**config.mk**
```make
export PLATFORM = sky130hd
export DESIGN_NAME = icr_top
export DESIGN_NICKNAME = d
export VERILOG_FILES = /design/src/icr_pkg.sv /design/src/icr_sync.sv /design/src/icr_filter.sv /design/src/icr_top.sv
export SDC_FILE = /design/constraint.sdc
export NUM_CORES = 1
export LEC_CHECK = 0
export BUFFER_PORTS_ARGS = -buffer_cell sky130_fd_sc_hd__buf_2
export CORE_MARGIN = 2
export CORE_UTILIZATION = 52
export DETAILED_ROUTE_END_ITERATION = 10
export PLACE_DENSITY = 0.85
export SLEW_MARGIN = 30
export SYNTH_ARGS = -nofsm -noshare
export SYNTH_HDL_FRONTEND = slang
export SYNTH_SLANG_ARGS = --single-unit
```
**constraint.sdc**
```tcl
create_clock -name clk_i -period 3.5 [get_ports clk_i]
set_clock_uncertainty 0.05 [all_clocks]
set_input_delay 0.35 -clock clk_i [delete_from_list [all_inputs] [get_ports clk_i]]
set_output_delay 0.35 -clock clk_i [all_outputs]
set_load 0.02 [all_outputs]
```
**src/icr_pkg.sv**
```systemverilog
// Package for the input capture and reload control block.
// Assumes a 32-bit classic Wishbone register bus and a 16-bit counter.
package icr_pkg;
  // Register byte addresses (printed offsets are not all multiples of four)
  localparam logic [7:0] ICR_IDX_EDGE_RELOAD = 8'ha3;
  localparam logic [7:0] ICR_IDX_FILT_FLAG = 8'ha4;
  localparam logic [7:0] ICR_IDX_MODE = 8'ha8;
  localparam logic [9:0] ICR_ADR_EDGE_RELOAD = {ICR_IDX_EDGE_RELOAD, 2'b00};
  localparam logic [9:0] ICR_ADR_FILT_FLAG = {ICR_IDX_FILT_FLAG, 2'b00};
  localparam logic [9:0] ICR_ADR_MODE = {ICR_IDX_MODE, 2'b00};
  // Field positions
  localparam int ICR_POS_EDGE2 = 6;
  localparam int ICR_POS_EDGE1 = 4;
  localparam int ICR_POS_EDGE0 = 2;
  localparam int ICR_POS_RELOAD = 0;
  localparam int ICR_POS_FILT0 = 3;
  localparam int ICR_POS_FLAG0 = 0;
  // Reset values
  localparam logic [7:0] ICR_RST_EDGE_RELOAD = 8'h00;
  localparam logic [5:0] ICR_RST_FILT = 6'h00;
  localparam logic [1:0] ICR_RST_MODE = 2'h0;
  // Edge encodings
  localparam logic [1:0] ICR_EDGE_RISE = 2'h0;
  localparam logic [1:0] ICR_EDGE_FALL = 2'h1;
  localparam logic [1:0] ICR_EDGE_BOTH = 2'h2;
  // Reload sources
  localparam logic [1:0] ICR_RLD_T3 = 2'h0;
  // Filter length in cycles
  localparam int ICR_FILT_LEN = 3;
  // Mode register bits: bit0 quadrature, bit1 compare counting
  localparam int ICR_POS_QUAD = 0;
  localparam int ICR_POS_CMPCNT = 1;

  typedef struct packed {
    logic overflow;
    logic underflow;
    logic wrap_max;
    logic direction;
  } icr_cnt_evt_t;
endpackage

```
**src/icr_sync.sv**
```systemverilog
// Two-flop synchroniser for the capture pins.
// Assumes inputs asynchronous to clk_i.
`timescale 1ns/1ps
module icr_sync
  import icr_pkg::*;
#(
  parameter int WIDTH = 3
) (
  input wire logic clk_i, // Core clock
  input wire logic rst_i, // Synchronous reset
  input wire logic [WIDTH-1:0] d_i, // Raw pins
  output logic [WIDTH-1:0] q_o // Synchronised
);
  logic [WIDTH-1:0] meta;
  logic [WIDTH-1:0] next_meta;
  logic [WIDTH-1:0] next_q;

  always_comb begin
    next_meta = d_i;
    next_q = meta;
  end

  always_ff @(posedge clk_i) begin
    if (rst_i) begin
      meta <= '0;
      q_o <= '0;
    end else begin
      meta <= next_meta;
      q_o <= next_q;
    end
  end
endmodule

```
**src/icr_filter.sv**
```systemverilog
// Per-input glitch filter: output follows input only after it is stable.
// Assumes synchronised inputs on clk_i.
`timescale 1ns/1ps
module icr_filter
  import icr_pkg::*;
#(
  parameter int WIDTH = 3,
  parameter int LEN = ICR_FILT_LEN
) (
  input wire logic clk_i, // Core clock
  input wire logic rst_i, // Synchronous reset
  input wire logic [WIDTH-1:0] en_i, // Filter enable per input
  input wire logic [WIDTH-1:0] d_i, // Synchronised inputs
  output logic [WIDTH-1:0] q_o // Filtered or bypassed
);
  genvar g;
  generate
    for (g = 0; g < WIDTH; g++) begin : g_ch
      logic [LEN-1:0] hist;
      logic [LEN-1:0] next_hist;
      logic held;
      logic next_held;
      always_comb begin
        next_hist = {hist[LEN-2:0], d_i[g]};
        next_held = held;
        if (&hist) begin
          next_held = 1'b1;
        end else if (~|hist) begin
          next_held = 1'b0;
        end
      end
      always_ff @(posedge clk_i) begin
        if (rst_i) begin
          hist <= '0;
          held <= 1'b0;
        end else begin
          hist <= next_hist;
          held <= next_held;
        end
      end
      assign q_o[g] = en_i[g] ? held : d_i[g];
    end
  endgenerate
endmodule

```
**src/icr_top.sv**
```systemverilog
// Capture edge select, filter enables, reload source and event flags.
// Assumes classic Wishbone master on clk_i and counter events on clk_i.
`timescale 1ns/1ps
module icr_top
  import icr_pkg::*;
#(
  parameter int CW = 16
) (
  input wire logic clk_i, // Core clock, 250 MHz
  input wire logic rst_i, // Synchronous reset, active high
  input wire logic wb_cyc_i, // Wishbone cycle
  input wire logic wb_stb_i, // Wishbone strobe
  input wire logic wb_we_i, // Wishbone write enable
  input wire logic [9:0] wb_adr_i, // Wishbone byte address
  input wire logic [3:0] wb_sel_i, // Wishbone byte selects
  input wire logic [31:0] wb_dat_i, // Wishbone write data
  output logic [31:0] wb_dat_o, // Wishbone read data
  output logic wb_ack_o, // Wishbone acknowledge
  input wire logic [2:0] cap_pin_i, // Capture pins, async
  input wire logic t3_overflow_i, // Timer 3 overflow pulse
  input wire icr_cnt_evt_t cnt_evt_i, // Pulse counter events
  input wire logic [CW-1:0] count_i, // Running counter value
  output logic [3*CW-1:0] cap_value_o, // Capture registers, ch2..0
  output logic reload_o, // Counter reload pulse
  output logic [2:0] event_flag_o, // Status flags
  output logic timer2_external_trigger_o // Pin 2 for Timer 2
);
  logic [7:0] edge_reload;
  logic [2:0] filt_on;
  logic [2:0] flags;
  logic [1:0] mode;
  logic [2:0] pin_sync;
  logic [2:0] pin_filt;
  logic [2:0] pin_prev;
  logic prev_dir;
  logic [2:0] qual;
  logic [2:0] rise;
  logic [2:0] fall;
  logic [CW-1:0] cap [3];
  logic ack;
  logic [31:0] rdat;
  logic reload;
  logic t2x;
  logic [7:0] next_edge_reload;
  logic [2:0] next_filt_on;
  logic [2:0] next_flags;
  logic [1:0] next_mode;
  logic next_ack;
  logic [31:0] next_rdat;
  logic next_reload;
  logic [2:0] next_pin_prev;
  logic next_prev_dir;
  logic [CW-1:0] next_cap [3];
  logic [2:0] hw_set;
  logic [2:0] sw_clr;
  logic acc;
  logic wr;
  logic quad;

  icr_sync #(.WIDTH(3)) u_sync (
    .clk_i(clk_i),
    .rst_i(rst_i),
    .d_i(cap_pin_i),
    .q_o(pin_sync)
  );

  icr_filter #(.WIDTH(3), .LEN(ICR_FILT_LEN)) u_filt (
    .clk_i(clk_i),
    .rst_i(rst_i),
    .en_i(filt_on),
    .d_i(pin_sync),
    .q_o(pin_filt)
  );

  assign acc = wb_cyc_i & wb_stb_i & ~ack;
  assign wr = acc & wb_we_i & wb_sel_i[0];
  assign quad = mode[ICR_POS_QUAD];

  // Edge qualification per channel
  genvar g;
  generate
    for (g = 0; g < 3; g++) begin : g_edge
      logic [1:0] sel;
      assign sel = edge_reload[ICR_POS_EDGE0 + 2*g +: 2];
      assign rise[g] = pin_filt[g] & ~pin_prev[g];
      assign fall[g] = ~pin_filt[g] & pin_prev[g];
      always_comb begin
        case (sel)
          ICR_EDGE_RISE: qual[g] = rise[g];
          ICR_EDGE_FALL: qual[g] = fall[g];
          ICR_EDGE_BOTH: qual[g] = rise[g] | fall[g];
          default: qual[g] = 1'b0;
        endcase
      end
    end
  endgenerate

  always_comb begin
    next_edge_reload = edge_reload;
    next_filt_on = filt_on;
    next_mode = mode;
    next_ack = acc;
    next_rdat = rdat;
    next_pin_prev = pin_filt;
    next_prev_dir = cnt_evt_i.direction;
    sw_clr = 3'b000;
    for (int i = 0; i < 3; i++) begin
      next_cap[i] = cap[i];
      if (qual[i]) begin
        next_cap[i] = count_i;
      end
    end
    // Hardware flag sources
    hw_set[2] = qual[2];
    if (quad) begin
      hw_set[1] = cnt_evt_i.direction != prev_dir;
      if (mode[ICR_POS_CMPCNT]) begin
        hw_set[0] = cnt_evt_i.wrap_max;
      end else begin
        hw_set[0] = cnt_evt_i.overflow | cnt_evt_i.underflow;
      end
    end else begin
      hw_set[1] = qual[1];
      hw_set[0] = qual[0];
    end
    // Reload source select
    case (edge_reload[ICR_POS_RELOAD +: 2])
      ICR_RLD_T3: next_reload = t3_overflow_i;
      2'h1: next_reload = qual[0];
      2'h2: next_reload = qual[1];
      default: next_reload = qual[2];
    endcase
    if (wr) begin
      case (wb_adr_i)
        ICR_ADR_EDGE_RELOAD: next_edge_reload = wb_dat_i[7:0];
        ICR_ADR_FILT_FLAG: begin
          next_filt_on = wb_dat_i[ICR_POS_FILT0 +: 3];
          sw_clr = ~wb_dat_i[ICR_POS_FLAG0 +: 3];
        end
        ICR_ADR_MODE: next_mode = wb_dat_i[1:0];
        default: ;
      endcase
    end
    // Set wins over clear; flags held until software clears
    next_flags = (flags & ~sw_clr) | hw_set;
    if (acc) begin
      case (wb_adr_i)
        ICR_ADR_EDGE_RELOAD: next_rdat = {24'h000000, edge_reload};
        ICR_ADR_FILT_FLAG: next_rdat = {26'h0, filt_on, flags};
        ICR_ADR_MODE: next_rdat = {30'h0, mode};
        default: next_rdat = 32'h00000000;
      endcase
    end
  end

  always_ff @(posedge clk_i) begin
    if (rst_i) begin
      edge_reload <= ICR_RST_EDGE_RELOAD;
      filt_on <= ICR_RST_FILT[5:3];
      flags <= ICR_RST_FILT[2:0];
      mode <= ICR_RST_MODE;
      ack <= 1'b0;
      rdat <= 32'h00000000;
      reload <= 1'b0;
      pin_prev <= 3'b000;
      prev_dir <= 1'b0;
      t2x <= 1'b0;
      for (int i = 0; i < 3; i++) begin
        cap[i] <= '0;
      end
    end else begin
      edge_reload <= next_edge_reload;
      filt_on <= next_filt_on;
      flags <= next_flags;
      mode <= next_mode;
      ack <= next_ack;
      rdat <= next_rdat;
      reload <= next_reload;
      pin_prev <= next_pin_prev;
      prev_dir <= next_prev_dir;
      t2x <= pin_sync[2];
      for (int i = 0; i < 3; i++) begin
        cap[i] <= next_cap[i];
      end
    end
  end

  assign wb_ack_o = ack;
  assign wb_dat_o = rdat;
  assign reload_o = reload;
  assign event_flag_o = flags;
  assign timer2_external_trigger_o = t2x;
  assign cap_value_o = {cap[2], cap[1], cap[0]};
endmodule

```
---- Word level (Yosys, flattened, before mapping) ----
Memory sizes are Yosys's and may differ from the RTL's.
Cells that the tools add are included.
word-level totals
  register bits after elaboration ......... 73
  RAM bits ................................ 48
  input port bits ......................... 75
  logic and storage cells ................. 102
  memories ................................ 1
memories
  memory  depth  bits a word  rd ports  clocked after memory_dff  wr ports  line           source
  cap     3      16           3         0                         3         icr_top.sv:39  logic [CW-1:0] cap [3];
operators by class
  eq/ne operators ......................... 15
  multiplexer cells ....................... 27
  bitwise gates (word level) .............. 28
  reductions and logical operators ........ 13
operator list
  cell                    count
  $mux W16                6
  $eq A10 B10 Y1 const B  3
  $pmux W8 S3             1
  $mux W1                 13
  $pmux W1 S3             4
  $and A1 B1 Y1           10
  $reduce_and A3 Y1       3
  $reduce_or A3 Y1        3
  $eq A2 B1 Y1 const B    4
  $eq A2 B2 Y1 const B    4
  $logic_not A2 Y1        4
  $not A1 Y1              7
  $or A1 B1 Y1            7
  $mux W3                 2
  $ne A2 B1 Y1 const B    3
  $not A3 Y3              2
  $reduce_and A2 Y1       3
  $and A3 B3 Y3           1
  $or A3 B3 Y3            1
  $mux W2                 1
  $ne A1 B1 Y1            1

---- Logic depth before layout (Yosys ltp) ----
Gate-level depths: netlist (run 1).
  word-level depth ........................ 8
  mapped depth ............................ 9
  mapped depth without buffers ............ 7

---- Modules after synthesis ----
Synthesis (run 1) repeated with hierarchy kept, for this count alone.
unflattened totals
  cells, all modules ...................... 435
  area total of the unflattened synthesis .. 4111.4 um^2
modules (own cells, without submodules)
  module      times used  cells an instance  area each (um^2)
  icr_top     1           389                3535.9
  icr_filter  1           34                 417.9
  icr_sync    1           12                 157.7

---- Worst setup path after synthesis (run 1) ----
OpenSTA, ideal clock, no wires.
  path kind ............................... flip-flop to flip-flop
  start point ............................. register filt_on[1]
  end point ............................... memory cap[1][6], in the netlist cap[0][22]
  library setup time ...................... 128 ps
  data arrival time ....................... 1799 ps
  required time ........................... 3322 ps
  slack ................................... 1523 ps
  cell stages (with the launch flop) ...... 9
  buffers on the path ..................... 1
  cell sequence ........................... dfxtp_1 -> mux2i_1 -> inv_1 -> ha_1 -> mux2_2 -> o21ai_4 -> buf_6 -> mux2i_1 -> nor2_1
RTL lines
  item                    line            source
  start, declared         icr_top.sv:29   logic [2:0] filt_on;
  start signal, assigned  icr_top.sv:159  filt_on <= ICR_RST_FILT[5:3];
  start signal, assigned  icr_top.sv:173  filt_on <= next_filt_on;
  end, declared           icr_top.sv:39

---- Worst setup path after layout (run 1) ----
  start point ............................. register filt_on[1]
  end point ............................... register flags[1], in the netlist event_flag_o[1]
between the ends
  longest elaborated chain between the ends .. 7
  elaborated cells between the ends (all ways) .. 8
  those cells by class .................... 3 x mux; 5 x bitwise
ends and longest elaborated chain
  item                        line              source
  $mux W1 *                   icr_filter.sv:41  assign q_o[g] = en_i[g] ? held : d_i[g];
  named net next_pin_prev[1]  icr_top.sv:51     logic [2:0] next_pin_prev;
  $not A1 Y1                  icr_top.sv:86     assign fall[g] = ~pin_filt[g] & pin_prev[g];
  $and A1 B1 Y1               icr_top.sv:86
  $or A1 B1 Y1                icr_top.sv:91     ICR_EDGE_BOTH: qual[g] = rise[g] | fall[g];
  $pmux W1 S3 *               icr_top.sv:88     case (sel)
  $mux W2 *                   icr_top.sv:115    if (quad) begin
  $or A3 B3 Y3 *              icr_top.sv:145    next_flags = (flags & ~sw_clr) | hw_set;
  end signal, assigned        icr_top.sv:160    flags <= ICR_RST_FILT[2:0];
  end signal, assigned        icr_top.sv:174    flags <= next_flags;
  end, declared               icr_top.sv:30     logic [2:0] flags;
The timed path passes the listed nets; every way through them passes the cells marked *.
A chain may end at the register's enable or synchronous reset.

==> results.txt, run 1 <==
Status = completed
Final #Nets = 613
Unrepaired setup endpoints after global routing = false
MaxCap Viol Count = 0
Inst Count DP = 623
CTS clk-pin slew, worst paths = 0.09 ns
Area grow syn2layout = 16.5%
Setup crit end kind = flip-flop
Pre-antenna DRT Iters = 4
Sequential area share after synthesis = 0.475
Netlist cell types = 43
Initial antenna violation count = 0
Fraction of registers with async set/reset = 0
Fin crit share = 0.697
Die X = 92.2 microns
P per Cell Area = 422 nW/um^2
Crit-path most repeated cell = mux2_2
I/O Buffers = 109
Sequential Area = 1920 sq um
Clock tree buffer depth = 2
Layout cells sized above 1 = 0.266
Setup CP Type = reg -> reg
H-tree Lvls = 3
Critical Path Source Type = flip-flop
Flop-to-flop setup slack = 1.06 ns
Post-DRT Antenna Nets = 0
Post-synth EDFFs = 0
GP Congestion = 0.789
Cell count after synthesis = 434
WHS Path Cells = 2
HP Class = in -> reg
DP Wirelength = 6.78 mm
CP required = 3.68 ns
Placement Setup Slack = 1.06 ns
WL/cell = 14.8 microns
Routed wire length = 9.45 mm
Slew HR = 0.411
CTS tree = built
WP data arrival = 2.62 ns
Vias/cell = 5.31
Fmax = 0.410 GHz
Final instance area = 4710 sq um
R2R cell count = 7
Utilization after layout = 0.616
DRC Markers = 0
Starting Density = 0.529
Via count of the first global-routing pass = 3161
Ys Warns = 0
Hold path startpoint = cap_pin_i[1]
#FFs+latches synth = 96
Via count = 3391
I/O pin cnt = 161
Slowest stage cell on the critical path = o21ai_4
CTS Sinks = 96
Gr ovfl total = 0
Die height = 92.2 microns
Multi-input gate area = 1890 sq um
LEAKAGE = 2.14 nW
Starting DRT DRC Count = 171
CTS Buf Count = 9
Most used DFF post-synth = dfxtp_1
Worst R2R End = event_flag_o[1]
Skew-Pair Late Insertion Delay = 0.36 ns
Fin. max-slew vios = 0
CP Cell Sequence = mux2i_1, inv_1, ha_1, mux2_2, o21ai_4, mux2_2, a21oi_1
Core area = 7650 sq um
Final hold violations = 0
Worst Tran Pin Value = 0.880 ns
Antenna diodes = 0
Reg2reg start = filt_on[1]
Fillers = 672
Largest net degree at the start of global routing = 61
TNS Setup = 0 ns
Die area = 8500 sq um
Cell Count, Final, Fillers Out = 639
Crit path largest cell delay = 0.69 ns
CTS resizes = 0
First-pass GRT wire length = 15.1 mm
Mean Syn Cell Area = 9.32 sq um
Final setup viols = 0
Hold_buf cts = 0
Hold slack = 0.146 ns
Tmin final = 2.44 ns
Row count = 32
Tot Pwr = 1.99 mW
Max rail drop VDD = 208 uV
Post-Place Cell Area = 4540 sq um
Root buf cell = clkbuf_8
Post-CTS setup buffer count = 0
Worst Hold Endpoint = u_sync.meta[1]
Setup ws final = 1.06 ns
Worst Path Max Fanout = 18
Mapped Area = 4050 sq um
Tot GR Track Use = 0.224
==> flip-flops by register name (all words and copies together) (netlist names) <==
signal and count:
u_sync.q_o 3, u_filt.g_ch.held 3, wb_ack_o 1, u_sync.meta 3, prev_dir 1, u_filt.g_ch.hist 9, mode 2, filt_on 3
event_flag_o 3, pin_prev 3, cap 48, reload_o 1, edge_reload 8, wb_dat_o 8
==> how the worst max path moves through the flow <==
stage / start / endpoint / slack, ns / cells past startpoint
global route: filt_on[0] / cap[0][0] / 0.86 / 8
detailed placement: filt_on[1] / event_flag_o[1] / 1.06 / 7
CTS: filt_on[1] / event_flag_o[1] / 1.05 / 7
floorplan: filt_on[1] / cap[0][22] / 1.52 / 8
global placement: filt_on[1] / event_flag_o[1] / 1.14 / 7
finish: filt_on[1] / event_flag_o[1] / 1.06 / 7
==> worst max-delay path, delay by kind of cell, from the launching register on <==
kind                       cells  cell delay, ns
buffers and inverters          1            0.07
muxes                          3            0.87
adders and majority gates      1            0.18
AOI/OAI and AO/OA              2            0.75
DFF                            1            0.38
==> final cells by class <==
class / count / area share
Sequential cell: 96 / 0.408
Inverter: 6 / 0.00478
Timing Repair Buffer: 113 / 0.123
Tap cell: 102 / 0.0271
Clock inverter: 6 / 0.00929
Multi-Input combinational cell: 306 / 0.401
Clock buffer: 10 / 0.0271
==> power breakdown <==
group          total, mW  internal, mW  switching (mW)
clock              0.648         0.260           0.388
combinational      0.209        0.0734           0.135
sequential          1.13          1.12          0.0146
total               1.99          1.45           0.538
==> layer usage <==
layer / wire (microns) / global-route usage / vias to the layer above
met4: 187 / 0.0995 / 0
met3: 483 / 0.0345 / 19
met5: 0 / 0 / -
li1: - / - / 1657
met2: 4660 / 0.371 / 118
met1: 4120 / 0.290 / 1597
==> cell families (layout without fill, tap and decap cells) <==
family,after synthesis,after routing,share of synthesized area
adder cells (fa/ha/maj),6,6,0.0186
AND/OR/NAND/NOR,134,134,0.187
multiplexers,34,34,0.0847
XOR/XNOR,2,2,0.00433
AO/OA/AOI/OAI,106,106,0.151
buffers and inverters,55,135,0.0788
other,1,24,0.000927
flip-flops,96,96,0.475
==> layout by cell type (no fill, tap or decap), types with 3 or more instances in the layout <==
| cell type | netlist | final |
|---|---|---|
| a21o_1 | 5 | 5 |
| a21oi_1 | 41 | 41 |
| a22oi_1 | 4 | 4 |
| and3b_1 | 3 | 3 |
| buf_2 | 2 | 108 |
| buf_4 | 25 | 5 |
| clkbuf_8 | 0 | 9 |
| clkinvlp_4 | 0 | 4 |
| conb_1 | 1 | 24 |
| dfxtp_1 | 96 | 96 |
| ha_1 | 6 | 6 |
| inv_1 | 6 | 6 |
| mux2i_1 | 32 | 32 |
| nand2_1 | 13 | 13 |
| nand2b_1 | 22 | 22 |
| nand3_1 | 35 | 35 |
| nand3b_1 | 3 | 3 |
| nor2_1 | 27 | 27 |
| nor2b_1 | 18 | 18 |
| o21ai_0 | 39 | 39 |
| o21ai_1 | 3 | 3 |
| o21ai_2 | 4 | 4 |
==> cell usage after synthesis, types with 6 or more instances <==
cell / n / area share
dfxtp_1: 96 / 0.47
a21oi_1: 41 / 0.051
o21ai_0: 39 / 0.048
nand3_1: 35 / 0.043
mux2i_1: 32 / 0.079
nor2_1: 27 / 0.025
buf_4: 25 / 0.046
nand2b_1: 22 / 0.034
clkbuf_1: 19 / 0.018
nor2b_1: 18 / 0.028
nand2_1: 13 / 0.012
ha_1: 6 / 0.019
inv_1: 6 / 0.0056
(Power assumes the default switching activity.)
==> inputs of run 2 (changes only) <==
--- a/config.mk
+++ b/config.mk
@@ -7,9 +7,9 @@
 export LEC_CHECK = 0
 export BUFFER_PORTS_ARGS = -buffer_cell sky130_fd_sc_hd__buf_2
 export CORE_MARGIN = 2
-export CORE_UTILIZATION = 52
+export CORE_UTILIZATION = 44
 export DETAILED_ROUTE_END_ITERATION = 10
-export PLACE_DENSITY = 0.85
+export PLACE_DENSITY = 0.76
 export SLEW_MARGIN = 30
 export SYNTH_ARGS = -nofsm -noshare
 export SYNTH_HDL_FRONTEND = slang
==> constraint.sdc (replaced) <==
create_clock -name clk_i -period 2.2 [get_ports clk_i]
set_clock_uncertainty 0.05 [all_clocks]
set_input_delay 0.22 -clock clk_i [delete_from_list [all_inputs] [get_ports clk_i]]
set_output_delay 0.22 -clock clk_i [all_outputs]
set_load 0.02 [all_outputs]
==> results.txt, run 2 (synthesis gave the netlist of run 1 again) <==
Via count of the first global-routing pass = 3171 (was 3161)
Status = completed (unchanged)
P per Cell Area = 690 nW/um^2 (was 422 nW/um^2)
Grt met3 use = 0.0578 (was 0.0345)
Final setup viols = 0 (unchanged)
Tmin final = 2.03 ns (was 2.44 ns)
Core area = 8810 sq um (was 7650 sq um)
Skew-Pair Late Insertion Delay = 0.36 ns (about the same)
Slew HR = 0.657 (was 0.411)
Gr ovfl total = 0 (unchanged)
Starting Density = 0.460 (was 0.529)
I/O Buffers = 109 (unchanged)
Setup crit end kind = flip-flop (unchanged)
Fin crit share = 0.925 (was 0.697)
Critical Path Source Type = flip-flop (unchanged)
Root buf cell = clkbuf_8 (unchanged)
Largest registers = cap (48), u_filt.g_ch.hist (9) (unchanged)
CP delay by family, top = multiplexers (unchanged)
Largest net degree at the start of global routing = 75 (was 61)
WP data arrival = 2.24 ns (was 2.62 ns)
Worst Tran Pin Value = 0.514 ns (was 0.880 ns)
CP required = 2.40 ns (was 3.68 ns)
Clock tree buffer depth = 2 (unchanged)
CTS Sinks = 96 (unchanged)
WL/cell = 14.6 microns (was 14.8 microns)
Die X = 99.9 microns (was 92.2 microns)
Vias/cell = 5.19 (was 5.31)
H-tree Lvls = 3 (unchanged)
HP Class = in -> reg (unchanged)
Layout cells sized above 1 = 0.288 (was 0.266)
Tot GR Track Use = 0.192 (was 0.224)
Routed wire length = 9.59 mm (was 9.45 mm)
Final instance area = 4880 sq um (was 4710 sq um)
First-pass GRT wire length = 15.2 mm (was 15.1 mm)
Pre-antenna DRT Iters = 4 (unchanged)
Starting DRT DRC Count = 145 (was 171)
LEAKAGE = 2.24 nW (was 2.14 nW)
Post-Place Cell Area = 4650 sq um (was 4540 sq um)
CTS Buf Count = 9 (unchanged)
DRC Markers = 0 (unchanged)
CTS clk-pin slew, worst paths = 0.09 ns (about the same)
Crit path buffers/inverters = 2 (was 1)
Fin. max-slew vios = 0 (unchanged)
DP Wirelength = 7.00 mm (was 6.78 mm)
Hold_buf cts = 0 (unchanged)
TNS Setup = 0 ns (unchanged)
Final #Nets = 624 (was 613)
Final hold violations = 0 (unchanged)
Post-CTS setup buffer count = 0 (unchanged)
Most common cell after layout, fill and taps aside = buf_2 (unchanged)
Die area = 9980 sq um (was 8500 sq um)
GP Congestion = 0.786 (was 0.789)
Slowest stage cell on the critical path = dfxtp_2 (was o21ai_4)
Via count = 3404 (was 3391)
Post-DRT Antenna Nets = 0 (unchanged)
Max reg flops = 48 (unchanged)
I/O pin cnt = 161 (unchanged)
Worst Path Max Fanout = 13 (was 18)
CP Cell Sequence = mux2i_2, inv_1, ha_1, mux2_2, o21ai_4, buf_12, mux2i_1, nor2_1 (was mux2i_1, inv_1, ha_1, mux2_2, o21ai_4, mux2_2, a21oi_1)
Crit path largest cell delay = 0.37 ns (was 0.69 ns)
MaxCap Viol Count = 0 (unchanged)
Register name with the most flops = cap (unchanged)
Met2 Use GR = 0.307 (was 0.371)
Antenna diodes = 0 (unchanged)
Met1 GRT Util = 0.249 (was 0.290)
Area grow syn2layout = 20.6% (was 16.5%)
Gr busiest metal = met2 (unchanged)
Fmax = 0.492 GHz (was 0.410 GHz)
Max rail drop VDD = 323 uV (was 208 uV)
Most frequent cells in the layout = buf_2, dfxtp_1, a21oi_1, o21ai_0, nand3_1 (unchanged)
Die height = 99.9 microns (was 92.2 microns)
CTS tree = built (unchanged)
Setup CP Type = reg -> reg (unchanged)
Initial antenna violation count = 0 (unchanged)
Row count = 34 (was 32)
run 2: changes by cell type in the layout (fill, tap and decap cells not counted), sizes merged:
cell	change
buf	+11
bufinv	+1
clkbuf	+2
clkinv	+1
clkinvlp	-3
inv	-1
run 2: metrics by stage:
stage               hold WS (ns)  total power [mW]   util  setup slack (ns)  std cells
global placement           0.369              2.18  0.529             0.157        640
CTS                      0.00323              3.40  0.553             0.110        656
floorplan                  0.298              2.09      -             0.223        457
global route             0.00979              3.52  0.554          -0.00494        656
detailed placement         0.377              2.19  0.529             0.117        640
finish                    0.0151              3.37  0.554             0.166        656
run 2: repair_timing:
action / 4_1_cts / 5_1_grt
hold endpoints to repair: 0 / 0
setup endpoints to repair: 0 / 16
resized for setup: 0 / 4
run 2: report_power, final:
part           leakage, nW  switching [mW]  internal [mW]
Clock                0.109           0.597          0.619
Combinational         1.35           0.218          0.127
Sequential           0.780          0.0227           1.78
Total                 2.24           0.838           2.53
run 2: metal layers:
metal	share of wire	vias up
met5	0	-
met4	0.013	0
met3	0.070	12
met2	0.48	119
met1	0.44	1592
li1	-	1681
run 2: layout make-up:
class | instances | area, sq um
Clock inverter | 4 | 51.3
Fill cell | 800 | 3930
Inverter | 6 | 22.5
Clock buffer | 12 | 165
Tap cell | 108 | 135
Multi-Input combinational cell | 306 | 1900
Timing Repair Buffer | 124 | 683
Sequential cell | 96 | 1920
run 2: worst paths after layout:
kind | start | end | slack (ns) | cells past startpoint
setup / recovery | filt_on[1] | cap[0][27] | 0.17 | 8
setup reg to reg | filt_on[1] | cap[0][27] | 0.17 | 8
hold / removal | cap_pin_i[2] | u_sync.meta[2] | 0.02 | 2
hold reg to reg | u_sync.meta[2] | u_sync.q_o[2] | 0.40 | 1
==> inputs of run 3 (changes only) <==
--- a/config.mk
+++ b/config.mk
@@ -6,6 +6,7 @@
 export NUM_CORES = 1
 export LEC_CHECK = 0
 export BUFFER_PORTS_ARGS = -buffer_cell sky130_fd_sc_hd__buf_2
+export CORE_ASPECT_RATIO = 0.6
 export CORE_MARGIN = 2
 export CORE_UTILIZATION = 44
 export DETAILED_ROUTE_END_ITERATION = 10
==> results.txt, run 3 (synthesis gave the netlist of run 1 again) <==
Starting Density = 0.447 (was 0.460)
Hold_buf cts = 0 (unchanged)
Tot GR Track Use = 0.209 (was 0.192)
CTS Sinks = 96 (unchanged)
CTS Buf Count = 9 (unchanged)
Final setup viols = 0 (unchanged)
Row count = 27 (was 34)
Setup CP Type = reg -> reg (unchanged)
Fin. max-slew vios = 0 (unchanged)
Largest registers = cap (48), u_filt.g_ch.hist (9) (unchanged)
Inst Count DP = 644 (was 640)
Starting DRT DRC Count = 316 (was 145)
WL/cell = 15.3 microns (was 14.6 microns)
Die X = 128 microns (was 99.9 microns)
DRC Markers = 0 (unchanged)
Post-Place Cell Area = 4630 sq um (was 4650 sq um)
H-tree Lvls = 3 (unchanged)
Antenna diodes = 0 (unchanged)
CTS clk-pin slew, worst paths = 0.06 ns (was 0.09 ns)
Fillers = 843 (was 800)
P per Cell Area = 740 nW/um^2 (was 690 nW/um^2)
Worst Tran Pin Value = 0.547 ns (was 0.514 ns)
Critical Path Source Type = flip-flop (unchanged)
Die height = 78.3 microns (was 99.9 microns)
Slowest stage cell on the critical path = dfxtp_1 (was dfxtp_2)
Crit path largest cell delay = 0.38 ns (was 0.37 ns)
MaxCap Viol Count = 0 (unchanged)
HP Class = in -> reg (unchanged)
Max rail drop VDD = 494 uV (was 323 uV)
Register name with the most flops = cap (unchanged)
Fin crit share = 0.952 (was 0.925)
Cell Count, Final, Fillers Out = 661 (was 656)
Final #Nets = 621 (was 624)
Fmax = 0.477 GHz (was 0.492 GHz)
Via count of the first global-routing pass = 3289 (was 3171)
Worst Path Max Fanout = 13 (unchanged)
Multi-input gate area = 1890 sq um (was 1900 sq um)
Skew-Pair Late Insertion Delay = 0.34 ns (was 0.36 ns)
CP delay by family, top = multiplexers (unchanged)
Layout cells sized above 1 = 0.277 (was 0.288)
Gr ovfl total = 0 (unchanged)
Slew HR = 0.635 (was 0.657)
Clock tree buffer depth = 2 (unchanged)
CP Cell Sequence = mux2i_1, inv_1, ha_1, mux2_2, o21ai_4, buf_12, mux2i_1, nor2_1 (was mux2i_2, inv_1, ha_1, mux2_2, o21ai_4, buf_12, mux2i_1, nor2_1)
CP required = 2.38 ns (was 2.40 ns)
Via count = 3453 (was 3404)
Post-DRT Antenna Nets = 0 (unchanged)
Tmin final = 2.09 ns (was 2.03 ns)
I/O Buffers = 109 (unchanged)
WP data arrival = 2.27 ns (was 2.24 ns)
Crit-path most repeated cell = mux2i_1
First-pass GRT wire length = 16.3 mm (was 15.2 mm)
Core area = 9050 sq um (was 8810 sq um)
DP Wirelength = 7.38 mm (was 7.00 mm)
Initial antenna violation count = 0 (unchanged)
Pre-antenna DRT Iters = 5 (was 4)
Largest net degree at the start of global routing = 73 (was 75)
Final hold violations = 0 (unchanged)
Area grow syn2layout = 21.8% (was 20.6%)
CTS tree = built (unchanged)
Status = completed (unchanged)
Routed wire length = 10.1 mm (was 9.59 mm)
Root buf cell = clkbuf_16 (was clkbuf_8)
LEAKAGE = 2.25 nW (was 2.24 nW)
I/O pin cnt = 161 (unchanged)
Vias/cell = 5.22 (was 5.19)
Most frequent cells in the layout = buf_2, dfxtp_1, a21oi_1, o21ai_0, nand3_1 (unchanged)
Die area = 10000 sq um (was 9980 sq um)
GP Congestion = 0.814 (was 0.786)
Final instance area = 4930 sq um (was 4880 sq um)
Max reg flops = 48 (unchanged)
Setup crit end kind = flip-flop (unchanged)
Sequential Area = 1920 sq um (about the same)
Most common cell after layout, fill and taps aside = buf_2 (unchanged)
Crit path buffers/inverters = 2 (unchanged)
[run 3: cell count changes in the layout (fill, tap and decap cells not counted), sizes merged]
cell | previous run | this run
bufinv | 1 | 0
clkbuf | 12 | 14
buf | 124 | 121
clkinv | 2 | 1
[run 3: power breakdown]
group          total (mW)  leakage [nW]  switching (mW)  internal (mW)
logic               0.347          1.33           0.222          0.125
clock network        1.49         0.139           0.636          0.858
registers            1.81         0.780          0.0237           1.78
[run 3: metal layers]
metal  wire [microns]  global-route usage
met2             4510               0.318
met5                0                   0
met1             4730               0.285
met4              112              0.0648
met3              739              0.0627
[run 3: metrics by stage]
step                utilization  hold WS, ns  worst slack [ns]  power (mW)  setup TNS, ns
floorplan                     -        0.298             0.223        2.09              0
global placement          0.512        0.367             0.137        2.18              0
detailed placement        0.512        0.379            0.0514        2.19              0
CTS                       0.544       0.0256            0.0372        3.69              0
global route              0.545       0.0284           -0.0144        3.80        -0.0326
finish                    0.545       0.0339             0.105        3.65              0
[run 3: path summary, 6_finish.rpt]
path / depth (start not counted) / start / end / slack [ns]
max reg2reg: 8 / filt_on[1] / cap[0][24] / 0.11
max: 8 / filt_on[1] / cap[0][24] / 0.11
min reg2reg: 1 / u_sync.meta[2] / u_sync.q_o[2] / 0.39
min: 2 / cap_pin_i[1] / u_sync.meta[1] / 0.03
[run 3: cell type report]
cell class | instances | area share
multi-input cells | 306 | 0.384
flip-flops and latches | 96 | 0.390
repair buffers | 121 | 0.134
well taps | 116 | 0.0294
clock buffers | 14 | 0.0556
inverters | 6 | 0.00457
clock inverters | 2 | 0.00254
[run 3: what timing repair did]
action / CTS / global route
setup buffers: 0 / 1
endpoints found under the setup margin: 0 / 20
resized for setup: 0 / 2
